**config.mk**
```make
export PLATFORM = sky130hd
export DESIGN_NAME = hrcwd_top
export DESIGN_NICKNAME = d
export VERILOG_FILES = /design/src/pkg/hrcwd_pkg.sv /design/src/pkg/hrcwd_cfg_if.sv /design/src/hrcwd_top.sv /design/src/hrcwd_word_decode.sv
export VERILOG_INCLUDE_DIRS = /design/src /design/src/pkg
export SDC_FILE = /design/constraint.sdc
export NUM_CORES = 1
export LEC_CHECK = 0
export BUFFER_PORTS_ARGS = -buffer_cell sky130_fd_sc_hd__buf_2
export CAP_MARGIN = 20
export CELL_PAD_IN_SITES_DETAIL_PLACEMENT = 0
export CELL_PAD_IN_SITES_GLOBAL_PLACEMENT = 2
export CORE_UTILIZATION = 30
export CTS_CLUSTER_SIZE = 10
export DETAILED_ROUTE_END_ITERATION = 6
export GPL_TIMING_DRIVEN = 0
export PLACE_DENSITY = 0.82
export SYNTH_ARGS = -nofsm -noshare
export SYNTH_HDL_FRONTEND = slang
export SYNTH_SLANG_ARGS = --single-unit
```
**constraint.sdc**
```tcl
create_clock -name clk_sys -period 1.6 [get_ports clk_sys]
set_input_delay 0.08 -clock clk_sys [delete_from_list [all_inputs] [get_ports clk_sys]]
set_output_delay 0.08 -clock clk_sys [all_outputs]
set_load 0.01 [all_outputs]
```
**src/pkg/hrcwd_defs.svh**
```systemverilog
/*
 * Constants of the hard reset configuration word decoder: bit positions
 * of every field in the captured word, encodings and reset values.
 * Assumes the word is indexed [0:31] with bit 0 as the most significant
 * bit, so every position below matches the printed numbering.
 */
`ifndef HRCWD_DEFS_SVH
`define HRCWD_DEFS_SVH

// ********************************************************************
// Word layout
// ********************************************************************
`define HRCWD_WORD_W          32
`define HRCWD_POS_BOOT_OFF    3
`define HRCWD_POS_PORT_LO     4
`define HRCWD_POS_PORT_HI     5
`define HRCWD_POS_DBG_PINS    11
`define HRCWD_POS_WREN_PINS   12
`define HRCWD_POS_CLKDIV_LO   13
`define HRCWD_POS_CLKDIV_HI   14
`define HRCWD_POS_PERIPH      16
`define HRCWD_POS_MODE_LO     17
`define HRCWD_POS_MODE_HI     18
`define HRCWD_POS_RELOC       19
`define HRCWD_POS_NVM         20
`define HRCWD_POS_CMPR        21
`define HRCWD_POS_CMPR_HDL    22
`define HRCWD_POS_MUST_LOW    23
`define HRCWD_POS_BASE_LO     28
`define HRCWD_POS_BASE_HI     30
`define HRCWD_POS_DUAL        31

// ********************************************************************
// Encodings and reset values
// ********************************************************************
`define HRCWD_DEFAULT_WORD    32'h0000_0000
`define HRCWD_PORT_32         2'h0
`define HRCWD_PORT_8          2'h1
`define HRCWD_PORT_16         2'h2
`define HRCWD_PORT_RSVD       2'h3
`define HRCWD_SYNC_RST        1'h0

`endif

```
**src/pkg/hrcwd_pkg.sv**
```systemverilog
/*
 * Types of the hard reset configuration word decoder.
 * Assumes hrcwd_defs.svh is on the include path.
 */
package hrcwd_pkg;

    // ****************************************************************
    // Enumerations
    // ****************************************************************
    // Declared in field order so a cast of the raw field is exact
    typedef enum logic [1:0] {
        HRCWD_EXT_32,
        HRCWD_EXT_16,
        HRCWD_SINGLE_SHOW,
        HRCWD_SINGLE
    } hrcwd_bus_mode_e;

    typedef enum logic [1:0] {
        HRCWD_SRC_PINS,
        HRCWD_SRC_FLASH,
        HRCWD_SRC_ZERO
    } hrcwd_src_e;

    typedef enum {
        HRCWD_ST_RESET,
        HRCWD_ST_LOAD,
        HRCWD_ST_HOLD
    } hrcwd_state_e;

    // ****************************************************************
    // Decoded settings; all zero is the documented default
    // ****************************************************************
    typedef struct packed {
        logic            debug_pin_fn;
        logic            addr_wren_fn;
        logic [1:0]      bus_clk_div;
        logic            periph_mode;
        hrcwd_bus_mode_e bus_mode;
        logic            exc_reloc;
        logic            nvm_en;
        logic            cmpr_en;
        logic            cmpr_handlers;
        logic [2:0]      map_base;
        logic            dual_map;
        logic [1:0]      port_width;
        logic            port_rsvd;
        logic            boot_off;
        logic            must_low_err;
    } hrcwd_cfg_s;

endpackage : hrcwd_pkg

```
**src/pkg/hrcwd_cfg_if.sv**
```systemverilog
/*
 * Carrier between the capture core and the field decoder: the captured
 * word one way, the decoded settings the other.
 * Assumes hrcwd_pkg is compiled first.
 */
`timescale 1ns/10ps
interface hrcwd_cfg_if;
    logic [0:31]         word;
    hrcwd_pkg::hrcwd_cfg_s cfg;

    modport core (output word, input cfg);
    modport dec  (input word, output cfg);
endinterface : hrcwd_cfg_if

```
**src/hrcwd_top.sv**
```systemverilog
/*
 * Hard reset configuration word decoder, top level. Synchronises the
 * reset and strap pins, picks the word source, captures the word at the
 * release of hard reset and holds the decoded settings until the next
 * hard reset. Soft reset only pulses the development port re-init.
 * Assumes one 25 MHz clock, synchronous active-low rstn, and that the
 * flash word and has-config flag are stable logic on this clock.
 */
`timescale 1ns/10ps
`include "hrcwd_defs.svh"
module hrcwd_top (
    // Clock and reset
    input  wire logic                     clk_sys,
    input  wire logic                     rstn,
    // Pins from outside the clock domain
    input  wire logic                     hard_reset_n,
    input  wire logic                     soft_reset_n,
    input  wire logic                     config_strobe_n,
    input  wire logic [0:31]              data_pins,
    // On-chip sources
    input  wire logic                     has_config_flag,
    input  wire logic [0:31]              flash_config_word,
    input  wire logic                     bank0_option_written,
    // Status
    output logic                          config_valid,
    output hrcwd_pkg::hrcwd_src_e         config_source,
    output logic                          reserved_bit_error,
    output logic                          dev_port_reinit,
    // Memory controller boot settings
    output logic                          external_boot_disable,
    output logic                          bank0_active,
    output logic                          bank0_match_all,
    output logic [1:0]                    boot_port_width,
    output logic                          boot_port_reserved,
    output logic                          boot_port_override,
    // Chip-level settings
    output logic                          debug_port_pin_select,
    output logic                          addr_type_wren_pin_select,
    output logic [1:0]                    ext_bus_clock_divider,
    output logic                          peripheral_mode_enable,
    output hrcwd_pkg::hrcwd_bus_mode_e    chip_bus_mode_select,
    output logic                          exc_table_relocate_enable,
    output logic                          onchip_nvm_enable,
    output logic                          compressed_code_enable,
    output logic                          compressed_handlers_flag,
    output logic [2:0]                    internal_map_base_select,
    output logic                          nvm_dual_map_enable
);
    import hrcwd_pkg::*;

    // ****************************************************************
    // Declarations
    // ****************************************************************
    hrcwd_cfg_if    dec_bus ();

    logic           hr_s1_ff,  nxt_hr_s1;
    logic           hr_s2_ff,  nxt_hr_s2;
    logic           hr_d_ff,   nxt_hr_d;
    logic           sr_s1_ff,  nxt_sr_s1;
    logic           sr_s2_ff,  nxt_sr_s2;
    logic           sr_d_ff,   nxt_sr_d;
    logic           cs_s1_ff,  nxt_cs_s1;
    logic           cs_s2_ff,  nxt_cs_s2;
    logic [0:31]    dp_s1_ff,  nxt_dp_s1;
    logic [0:31]    dp_s2_ff,  nxt_dp_s2;

    hrcwd_state_e   state_ff,  nxt_state;
    logic [0:31]    word_ff,   nxt_word;
    hrcwd_src_e     src_ff,    nxt_src;
    hrcwd_cfg_s     cfg_ff,    nxt_cfg;
    logic           valid_ff,  nxt_valid;
    logic           ovr_ff,    nxt_ovr;
    logic           reinit_ff, nxt_reinit;

    logic           hr_rise;
    logic           sr_rise;
    logic [0:31]    sel_word;
    hrcwd_src_e     sel_src;

    // ****************************************************************
    // Pin synchronisers
    // ****************************************************************
    // Two flops per pin; the extra delayed copies feed the edge
    // detectors so that nothing ever looks at a first stage
    always_comb begin
        nxt_hr_s1 = hard_reset_n;
        nxt_hr_s2 = hr_s1_ff;
        nxt_hr_d  = hr_s2_ff;
        nxt_sr_s1 = soft_reset_n;
        nxt_sr_s2 = sr_s1_ff;
        nxt_sr_d  = sr_s2_ff;
        nxt_cs_s1 = config_strobe_n;
        nxt_cs_s2 = cs_s1_ff;
        nxt_dp_s1 = data_pins;
        nxt_dp_s2 = dp_s1_ff;
    end

    // Resets show hard reset as asserted, so a release is always seen
    always_ff @(posedge clk_sys) begin
        if (!rstn) begin
            hr_s1_ff <= `HRCWD_SYNC_RST;
            hr_s2_ff <= `HRCWD_SYNC_RST;
            hr_d_ff  <= `HRCWD_SYNC_RST;
            sr_s1_ff <= `HRCWD_SYNC_RST;
            sr_s2_ff <= `HRCWD_SYNC_RST;
            sr_d_ff  <= `HRCWD_SYNC_RST;
            cs_s1_ff <= `HRCWD_SYNC_RST;
            cs_s2_ff <= `HRCWD_SYNC_RST;
            dp_s1_ff <= `HRCWD_DEFAULT_WORD;
            dp_s2_ff <= `HRCWD_DEFAULT_WORD;
        end else begin
            hr_s1_ff <= nxt_hr_s1;
            hr_s2_ff <= nxt_hr_s2;
            hr_d_ff  <= nxt_hr_d;
            sr_s1_ff <= nxt_sr_s1;
            sr_s2_ff <= nxt_sr_s2;
            sr_d_ff  <= nxt_sr_d;
            cs_s1_ff <= nxt_cs_s1;
            cs_s2_ff <= nxt_cs_s2;
            dp_s1_ff <= nxt_dp_s1;
            dp_s2_ff <= nxt_dp_s2;
        end
    end

    // ****************************************************************
    // Release detection and source choice
    // ****************************************************************
    // Data pins pass as many stages as hard reset, so the word seen in
    // the release cycle is the one present at the pin edge
    assign hr_rise = hr_s2_ff & ~hr_d_ff;
    assign sr_rise = sr_s2_ff & ~sr_d_ff;

    always_comb begin
        if (!cs_s2_ff) begin
            sel_word = dp_s2_ff;
            sel_src  = HRCWD_SRC_PINS;
        end else if (!has_config_flag) begin
            sel_word = flash_config_word;
            sel_src  = HRCWD_SRC_FLASH;
        end else begin
            sel_word = `HRCWD_DEFAULT_WORD;
            sel_src  = HRCWD_SRC_ZERO;
        end
    end

    // ****************************************************************
    // Capture and hold sequencer
    // ****************************************************************
    // Any sight of hard reset low drops back to defaults; otherwise the
    // settings are frozen, whatever the pins do afterwards
    always_comb begin
        nxt_state  = state_ff;
        nxt_word   = word_ff;
        nxt_src    = src_ff;
        nxt_cfg    = cfg_ff;
        nxt_valid  = valid_ff;
        nxt_ovr    = ovr_ff;
        nxt_reinit = 1'b0;
        if (!hr_s2_ff) begin
            nxt_state = HRCWD_ST_RESET;
            nxt_cfg   = '0;
            nxt_valid = 1'b0;
            nxt_ovr   = 1'b0;
        end else begin
            case (state_ff)
                HRCWD_ST_RESET: begin
                    if (hr_rise) begin
                        nxt_word  = sel_word;
                        nxt_src   = sel_src;
                        nxt_state = HRCWD_ST_LOAD;
                    end
                end
                HRCWD_ST_LOAD: begin
                    nxt_cfg    = dec_bus.cfg;
                    nxt_valid  = 1'b1;
                    nxt_reinit = 1'b1;
                    nxt_state  = HRCWD_ST_HOLD;
                end
                HRCWD_ST_HOLD: begin
                    nxt_reinit = sr_rise;
                end
                default: begin
                    nxt_state = HRCWD_ST_RESET;
                end
            endcase
            // Sticky until the next hard reset; a write sets it only while hard reset is seen high
            if (bank0_option_written) begin
                nxt_ovr = 1'b1;
            end
        end
    end

    always_ff @(posedge clk_sys) begin
        if (!rstn) begin
            state_ff  <= HRCWD_ST_RESET;
            word_ff   <= `HRCWD_DEFAULT_WORD;
            src_ff    <= HRCWD_SRC_PINS;
            cfg_ff    <= '0;
            valid_ff  <= 1'b0;
            ovr_ff    <= 1'b0;
            reinit_ff <= 1'b0;
        end else begin
            state_ff  <= nxt_state;
            word_ff   <= nxt_word;
            src_ff    <= nxt_src;
            cfg_ff    <= nxt_cfg;
            valid_ff  <= nxt_valid;
            ovr_ff    <= nxt_ovr;
            reinit_ff <= nxt_reinit;
        end
    end

    // ****************************************************************
    // Field decoder
    // ****************************************************************
    assign dec_bus.word = word_ff;

    hrcwd_word_decode u_decode (
        .bus (dec_bus)
    );

    // ****************************************************************
    // Outputs
    // ****************************************************************
    // The boot port field only matters until software owns bank 0
    assign config_valid              = valid_ff;
    assign config_source             = src_ff;
    assign reserved_bit_error        = cfg_ff.must_low_err;
    assign dev_port_reinit           = reinit_ff;
    assign external_boot_disable     = cfg_ff.boot_off;
    assign bank0_active              = valid_ff & ~cfg_ff.boot_off;
    assign bank0_match_all           = bank0_active & ~ovr_ff;
    assign boot_port_width           = cfg_ff.port_width;
    assign boot_port_reserved        = cfg_ff.port_rsvd;
    assign boot_port_override        = ovr_ff;
    assign debug_port_pin_select     = cfg_ff.debug_pin_fn;
    assign addr_type_wren_pin_select = cfg_ff.addr_wren_fn;
    assign ext_bus_clock_divider     = cfg_ff.bus_clk_div;
    assign peripheral_mode_enable    = cfg_ff.periph_mode;
    assign chip_bus_mode_select      = cfg_ff.bus_mode;
    assign exc_table_relocate_enable = cfg_ff.exc_reloc;
    assign onchip_nvm_enable         = cfg_ff.nvm_en;
    assign compressed_code_enable    = cfg_ff.cmpr_en;
    assign compressed_handlers_flag  = cfg_ff.cmpr_handlers;
    assign internal_map_base_select  = cfg_ff.map_base;
    assign nvm_dual_map_enable       = cfg_ff.dual_map;

    // ****************************************************************
    // Assertions
    // ****************************************************************
    property p_capture_timing;
        @(posedge clk_sys) disable iff (!rstn)
        (hr_rise && state_ff == HRCWD_ST_RESET)
            |=> (state_ff == HRCWD_ST_LOAD) ##1 (valid_ff && hr_s2_ff);
    endproperty
    a_capture_timing: assert property (p_capture_timing)
        else $error("settings not valid two cycles after release");

    property p_src_pins;
        @(posedge clk_sys) disable iff (!rstn)
        (hr_rise && state_ff == HRCWD_ST_RESET && !cs_s2_ff)
            |=> (word_ff == $past(dp_s2_ff)) && src_ff == HRCWD_SRC_PINS;
    endproperty
    a_src_pins: assert property (p_src_pins)
        else $error("pin word not captured with strobe low");

    property p_src_flash_zero;
        @(posedge clk_sys) disable iff (!rstn)
        (hr_rise && state_ff == HRCWD_ST_RESET && cs_s2_ff)
            |=> word_ff == ($past(has_config_flag) ?
                            `HRCWD_DEFAULT_WORD : $past(flash_config_word));
    endproperty
    a_src_flash_zero: assert property (p_src_flash_zero)
        else $error("flash or zero word not chosen with strobe high");

    property p_hold_steady;
        @(posedge clk_sys) disable iff (!rstn)
        (state_ff == HRCWD_ST_HOLD && hr_s2_ff)
            |=> $stable(cfg_ff) && $stable(word_ff);
    endproperty
    a_hold_steady: assert property (p_hold_steady)
        else $error("settings changed outside hard reset");

    property p_defaults_in_reset;
        @(posedge clk_sys) disable iff (!rstn)
        !hr_s2_ff |=> (cfg_ff == '0) && !valid_ff && !ovr_ff;
    endproperty
    a_defaults_in_reset: assert property (p_defaults_in_reset)
        else $error("defaults not shown during hard reset");

    property p_soft_reinit;
        @(posedge clk_sys) disable iff (!rstn)
        (sr_rise && hr_s2_ff && state_ff == HRCWD_ST_HOLD)
            |=> reinit_ff && $stable(word_ff) && $stable(cfg_ff);
    endproperty
    a_soft_reinit: assert property (p_soft_reinit)
        else $error("soft reset disturbed the captured settings");

    property p_override;
        @(posedge clk_sys) disable iff (!rstn)
        (bank0_option_written && hr_s2_ff)
            |=> ovr_ff && !bank0_match_all;
    endproperty
    a_override: assert property (p_override)
        else $error("bank-0 option write did not override boot field");

    property p_bus_mode;
        @(posedge clk_sys) disable iff (!rstn)
        valid_ff |-> chip_bus_mode_select == hrcwd_bus_mode_e'(
            word_ff[`HRCWD_POS_MODE_LO:`HRCWD_POS_MODE_HI]);
    endproperty
    a_bus_mode: assert property (p_bus_mode)
        else $error("bus mode does not match captured word");

    property p_nvm_boot;
        @(posedge clk_sys) disable iff (!rstn)
        valid_ff |-> (onchip_nvm_enable == word_ff[`HRCWD_POS_NVM])
            && (bank0_active == !word_ff[`HRCWD_POS_BOOT_OFF]);
    endproperty
    a_nvm_boot: assert property (p_nvm_boot)
        else $error("flash enable or bank 0 active wrong");

endmodule : hrcwd_top

```
**src/hrcwd_word_decode.sv**
```systemverilog
/*
 * Pure field decoder: splits the captured configuration word into the
 * initial chip-level settings.
 * Assumes the word is bit 0 = MSB and is stable while it is read.
 */
`timescale 1ns/10ps
`include "hrcwd_defs.svh"
module hrcwd_word_decode (
    // Word in, settings out
    hrcwd_cfg_if.dec bus
);
    import hrcwd_pkg::*;

    // ****************************************************************
    // Field split
    // ****************************************************************
    // Reserved positions 6-10, 15 and 24-27 are never looked at
    always_comb begin
        bus.cfg               = '0;
        bus.cfg.boot_off      = bus.word[`HRCWD_POS_BOOT_OFF];
        bus.cfg.port_width    = bus.word[`HRCWD_POS_PORT_LO:
                                         `HRCWD_POS_PORT_HI];
        bus.cfg.port_rsvd     = (bus.cfg.port_width == `HRCWD_PORT_RSVD);
        bus.cfg.debug_pin_fn  = bus.word[`HRCWD_POS_DBG_PINS];
        bus.cfg.addr_wren_fn  = bus.word[`HRCWD_POS_WREN_PINS];
        bus.cfg.bus_clk_div   = bus.word[`HRCWD_POS_CLKDIV_LO:
                                         `HRCWD_POS_CLKDIV_HI];
        bus.cfg.periph_mode   = bus.word[`HRCWD_POS_PERIPH];
        bus.cfg.bus_mode      = hrcwd_bus_mode_e'(
                                bus.word[`HRCWD_POS_MODE_LO:
                                         `HRCWD_POS_MODE_HI]);
        bus.cfg.exc_reloc     = bus.word[`HRCWD_POS_RELOC];
        bus.cfg.nvm_en        = bus.word[`HRCWD_POS_NVM];
        bus.cfg.cmpr_en       = bus.word[`HRCWD_POS_CMPR];
        bus.cfg.cmpr_handlers = bus.word[`HRCWD_POS_CMPR_HDL];
        // Flagged, not corrected: a high bit here is a source fault
        bus.cfg.must_low_err  = bus.word[`HRCWD_POS_MUST_LOW];
        bus.cfg.map_base      = bus.word[`HRCWD_POS_BASE_LO:
                                         `HRCWD_POS_BASE_HI];
        bus.cfg.dual_map      = bus.word[`HRCWD_POS_DUAL];
    end

endmodule : hrcwd_word_decode
```
==> results_dict.tcl <==
set metrics [dict create \
    syn-num-nets 381 \
    cp-end-kind "flop" \
    grt_max_degree 16 \
    min_path_type "in -> reg" \
    power_density_nw_per_um2 1010 \
    portBuffers 71 \
    synthSimpleGateAreaFrac 0.186 \
    gp_congestion 0.735 \
    route.met2.wl_um 2950 \
    syn_to_final_growth_pct 31.1 \
    htreeDepth 3 \
    numCtsBuffers 9 \
    fmax_ghz 0.657 \
    pwr-share-seq 0.576 \
    synth_area_um2 3120 \
    grt_pass1_wl_um 10500 \
    finalWorstSetupSlack_ps 78.1 \
    drtAntennaViolNets 0 \
    grt_pass1_vias 2090 \
    worstPathArrival_ps 1780 \
    rsz0062_at_grt "false" \
    drt-initial-drc-count 49 \
    syn-mean-instance-area_um2 10.2 \
    grt_overflow 0 \
    path_buf_inv 3 \
    slew_headroom 0.688 \
    synth-xor-area-share 0 \
    finalCriticalPeriod_ps 1520 \
    clk_pin_slew_ps 90 \
    comb_power_share 0.063 \
    num-fill-cells 1029 \
    cts_tree "built" \
    drv_slew 0 \
    mostFrequentLayoutCells "dfxtp_1, buf_2, and2_1, a21oi_1, nor2_1" \
    critical_path.cell_chain "inv_1 -> ha_1 -> and3b_1 -> buf_6 -> buf_6 -> and3_1 -> o21a_1" \
    dp_hpwl_um 4800 \
    fin_setup_tns_ps 0 \
    detail_route.wl_per_cell_um 11.7 \
    p_leak_nw 1.73 \
    p_sw_frac 0.222 \
    die_w_um 104 \
    finalSetupViolCount 0 \
    cts.sinks 92 \
    finalHoldViolations 0 \
    io_pins 98 \
    final_nets 488 \
    synth_seq_area_share 0.590 \
    finalWirelength_um 6440 \
    drt-met1-wl_um 3130 \
    core-area_um2 9950 \
    worst_pin_slew_ps 469 \
    path_common_cell "buf_6" \
    outcome "complete, no violations" \
    ys_ff_latch 92 \
    startpoint_type "flop" \
    period_share 0.951 \
    max-vdd-ir-drop_mv 0.325 \
    fin_worst_skew_ps 5.95 \
    root_buffer "clkbuf_8" \
    grt_util_all_layers 0.124 \
    crit_type "reg -> reg" \
    die_h_um 104 \
    wl_met3_um 270 \
    die_area_um2 10800 \
    top_layer "met4" \
    cts_buffer_depth 2 \
    synthAdderAreaFrac 0.0160 \
    antenna_found_initial 0 \
    fp-row-count 36 \
    synthCells 306 \
    worstPathMaxFanout 10 \
    yosysWarnings 0 \
    internal_power_mw 3.23 \
    antenna_cells 0 \
    vias_per_cell 4.13 \
    power.switching_mw 0.921 \
    drc 0 \
    cp.required_ps 1850 \
    crit_path_max_incr_delay_ps 350 \
    synth_top_family_by_area "simple AND/OR/NAND/NOR gates" \
    drtPass1Iterations 4 \
    synth-compound-area-share 0.103 \
    start_util 0.314 \
    clockPowerShare 0.361 \
    synthMuxAreaShare 0.0673 \
    place_ws_ps 26.6 \
    drive_gt1_frac 0.244 \
    max-cap-violations 0 \
    final_common_cell "dfxtp_1" \
    critPathSlowestCell "dfxtp_2" \
    critical_path.top_delay_family "simple AND/OR/NAND/NOR gates" \
    insertion_delay_ps 350 \
    yosysUniqueCellTypes 24 \
    vias 2276 \
]
[cell families (layout without fill, tap and decap cells)]
logic type / count (synthesis) / count (layout)
and+or+nand+nor: 104 / 104
DFF: 92 / 92
AOI/OAI and AO/OA: 61 / 61
buffers and inverters: 24 / 136
muxes: 21 / 21
adders and majority gates: 4 / 4
[cell usage after synthesis]
| library cell | n | share of area |
|---|---|---|
| and2_1 | 45 | 0.090 |
| mux2i_1 | 21 | 0.067 |
| and3b_1 | 1 | 0.0028 |
| nand2b_1 | 3 | 0.0060 |
| o221a_2 | 1 | 0.0036 |
| a21oi_1 | 38 | 0.061 |
| buf_4 | 2 | 0.0048 |
| nand3b_1 | 1 | 0.0024 |
| o21ai_1 | 2 | 0.0032 |
| dfxtp_1 | 92 | 0.59 |
| inv_1 | 3 | 0.0036 |
| buf_2 | 7 | 0.011 |
| o21a_1 | 1 | 0.0024 |
| a31oi_1 | 1 | 0.0020 |
| nand3_1 | 1 | 0.0016 |
| o21ai_0 | 17 | 0.027 |
| o211a_1 | 1 | 0.0032 |
| ha_1 | 4 | 0.016 |
| nand2_1 | 4 | 0.0048 |
| and3_1 | 1 | 0.0020 |
| nor2b_1 | 23 | 0.046 |
| clkbuf_1 | 10 | 0.012 |
| buf_6 | 2 | 0.0072 |
| nor2_1 | 25 | 0.030 |
[worst register-to-register path, cell delays in order, from the launching register on]
cell and delay [ps]:
dfxtp_2 350, inv_1 70, ha_1 210, and3b_1 200, buf_6 130, buf_6 130
and3_1 180, o21a_1 160
[layout make-up]
class,instances,area (um2),share of cell area
repair buffers,96,603,0.147
multi-input cells,190,1160,0.284
clock buffers,10,128,0.0312
clock inverters,6,65.1,0.0159
flip-flops and latches,92,1840,0.450
well taps,133,166,0.0406
plain buffers,21,113,0.0275
inverters,3,11.3,0.00275
[per-stage QoR]
stage / power, mW / cell area, um2 / hold slack, ps / cells / utilization
after global routing: 4.33 / 4100 / 20.2 / 551 / 0.411
final: 4.15 / 4100 / 15.3 / 551 / 0.411
after detailed placement: 2.67 / 3650 / 288 / 510 / 0.366
after CTS: 4.21 / 4080 / 0.530 / 550 / 0.410
after floorplan: 2.56 / 3120 / 196 / 306 / -
after global placement: 2.66 / 3650 / 286 / 510 / 0.366
[power groups by stage]
stage / Combinational [mW] / Clock [mW] / Sequential [mW]
after floorplan: 0.126 / 0 / 2.44
after global placement: 0.218 / 0 / 2.44
final: 0.262 / 1.50 / 2.39
after CTS: 0.265 / 1.55 / 2.39
after detailed placement: 0.220 / 0 / 2.45
after global routing: 0.295 / 1.63 / 2.40
[routing by layer]
layer | GRT usage | up-vias
met2 | 0.196 | 54
met5 | 0 | -
met4 | 0.0612 | 0
met1 | 0.160 | 1003
met3 | 0.0288 | 8
li1 | - | 1211
[what timing repair did]
action	4_1_cts	5_1_grt
setup buffers	0	1
endpoints found under the hold margin	24	0
hold buffers	24	0
endpoints found under the setup margin	0	14
resized for setup	0	6
[final timing paths]
check	from	endpoint	slack, ps	cells past startpoint
hold reg to reg	dp_s1_ff[11]$_SDFF_PN0_	dp_s2_ff[11]$_SDFF_PN0_	440	1
setup / recovery	state_ff[1]$_SDFFE_PN0P_	config_source[1]$_SDFFE_PN0P_	80	7
hold / removal	flash_config_word[13]	dec_bus.word[13]$_SDFFE_PN0P_	20	3
setup reg to reg	state_ff[1]$_SDFFE_PN0P_	config_source[1]$_SDFFE_PN0P_	80	7
[flip-flops by register name, indices dropped and copies added, names as in the netlist, 2 cells and up]
| signal | flops |
|---|---|
| config_source | 2 |
| ext_bus_clock_divider | 2 |
| internal_map_base_select | 3 |
| chip_bus_mode_select | 2 |
| boot_port_width | 2 |
| dp_s1_ff | 19 |
| state_ff | 2 |
| dec_bus.word | 19 |
| dp_s2_ff | 19 |
Power figures use the tool's default switching activity.
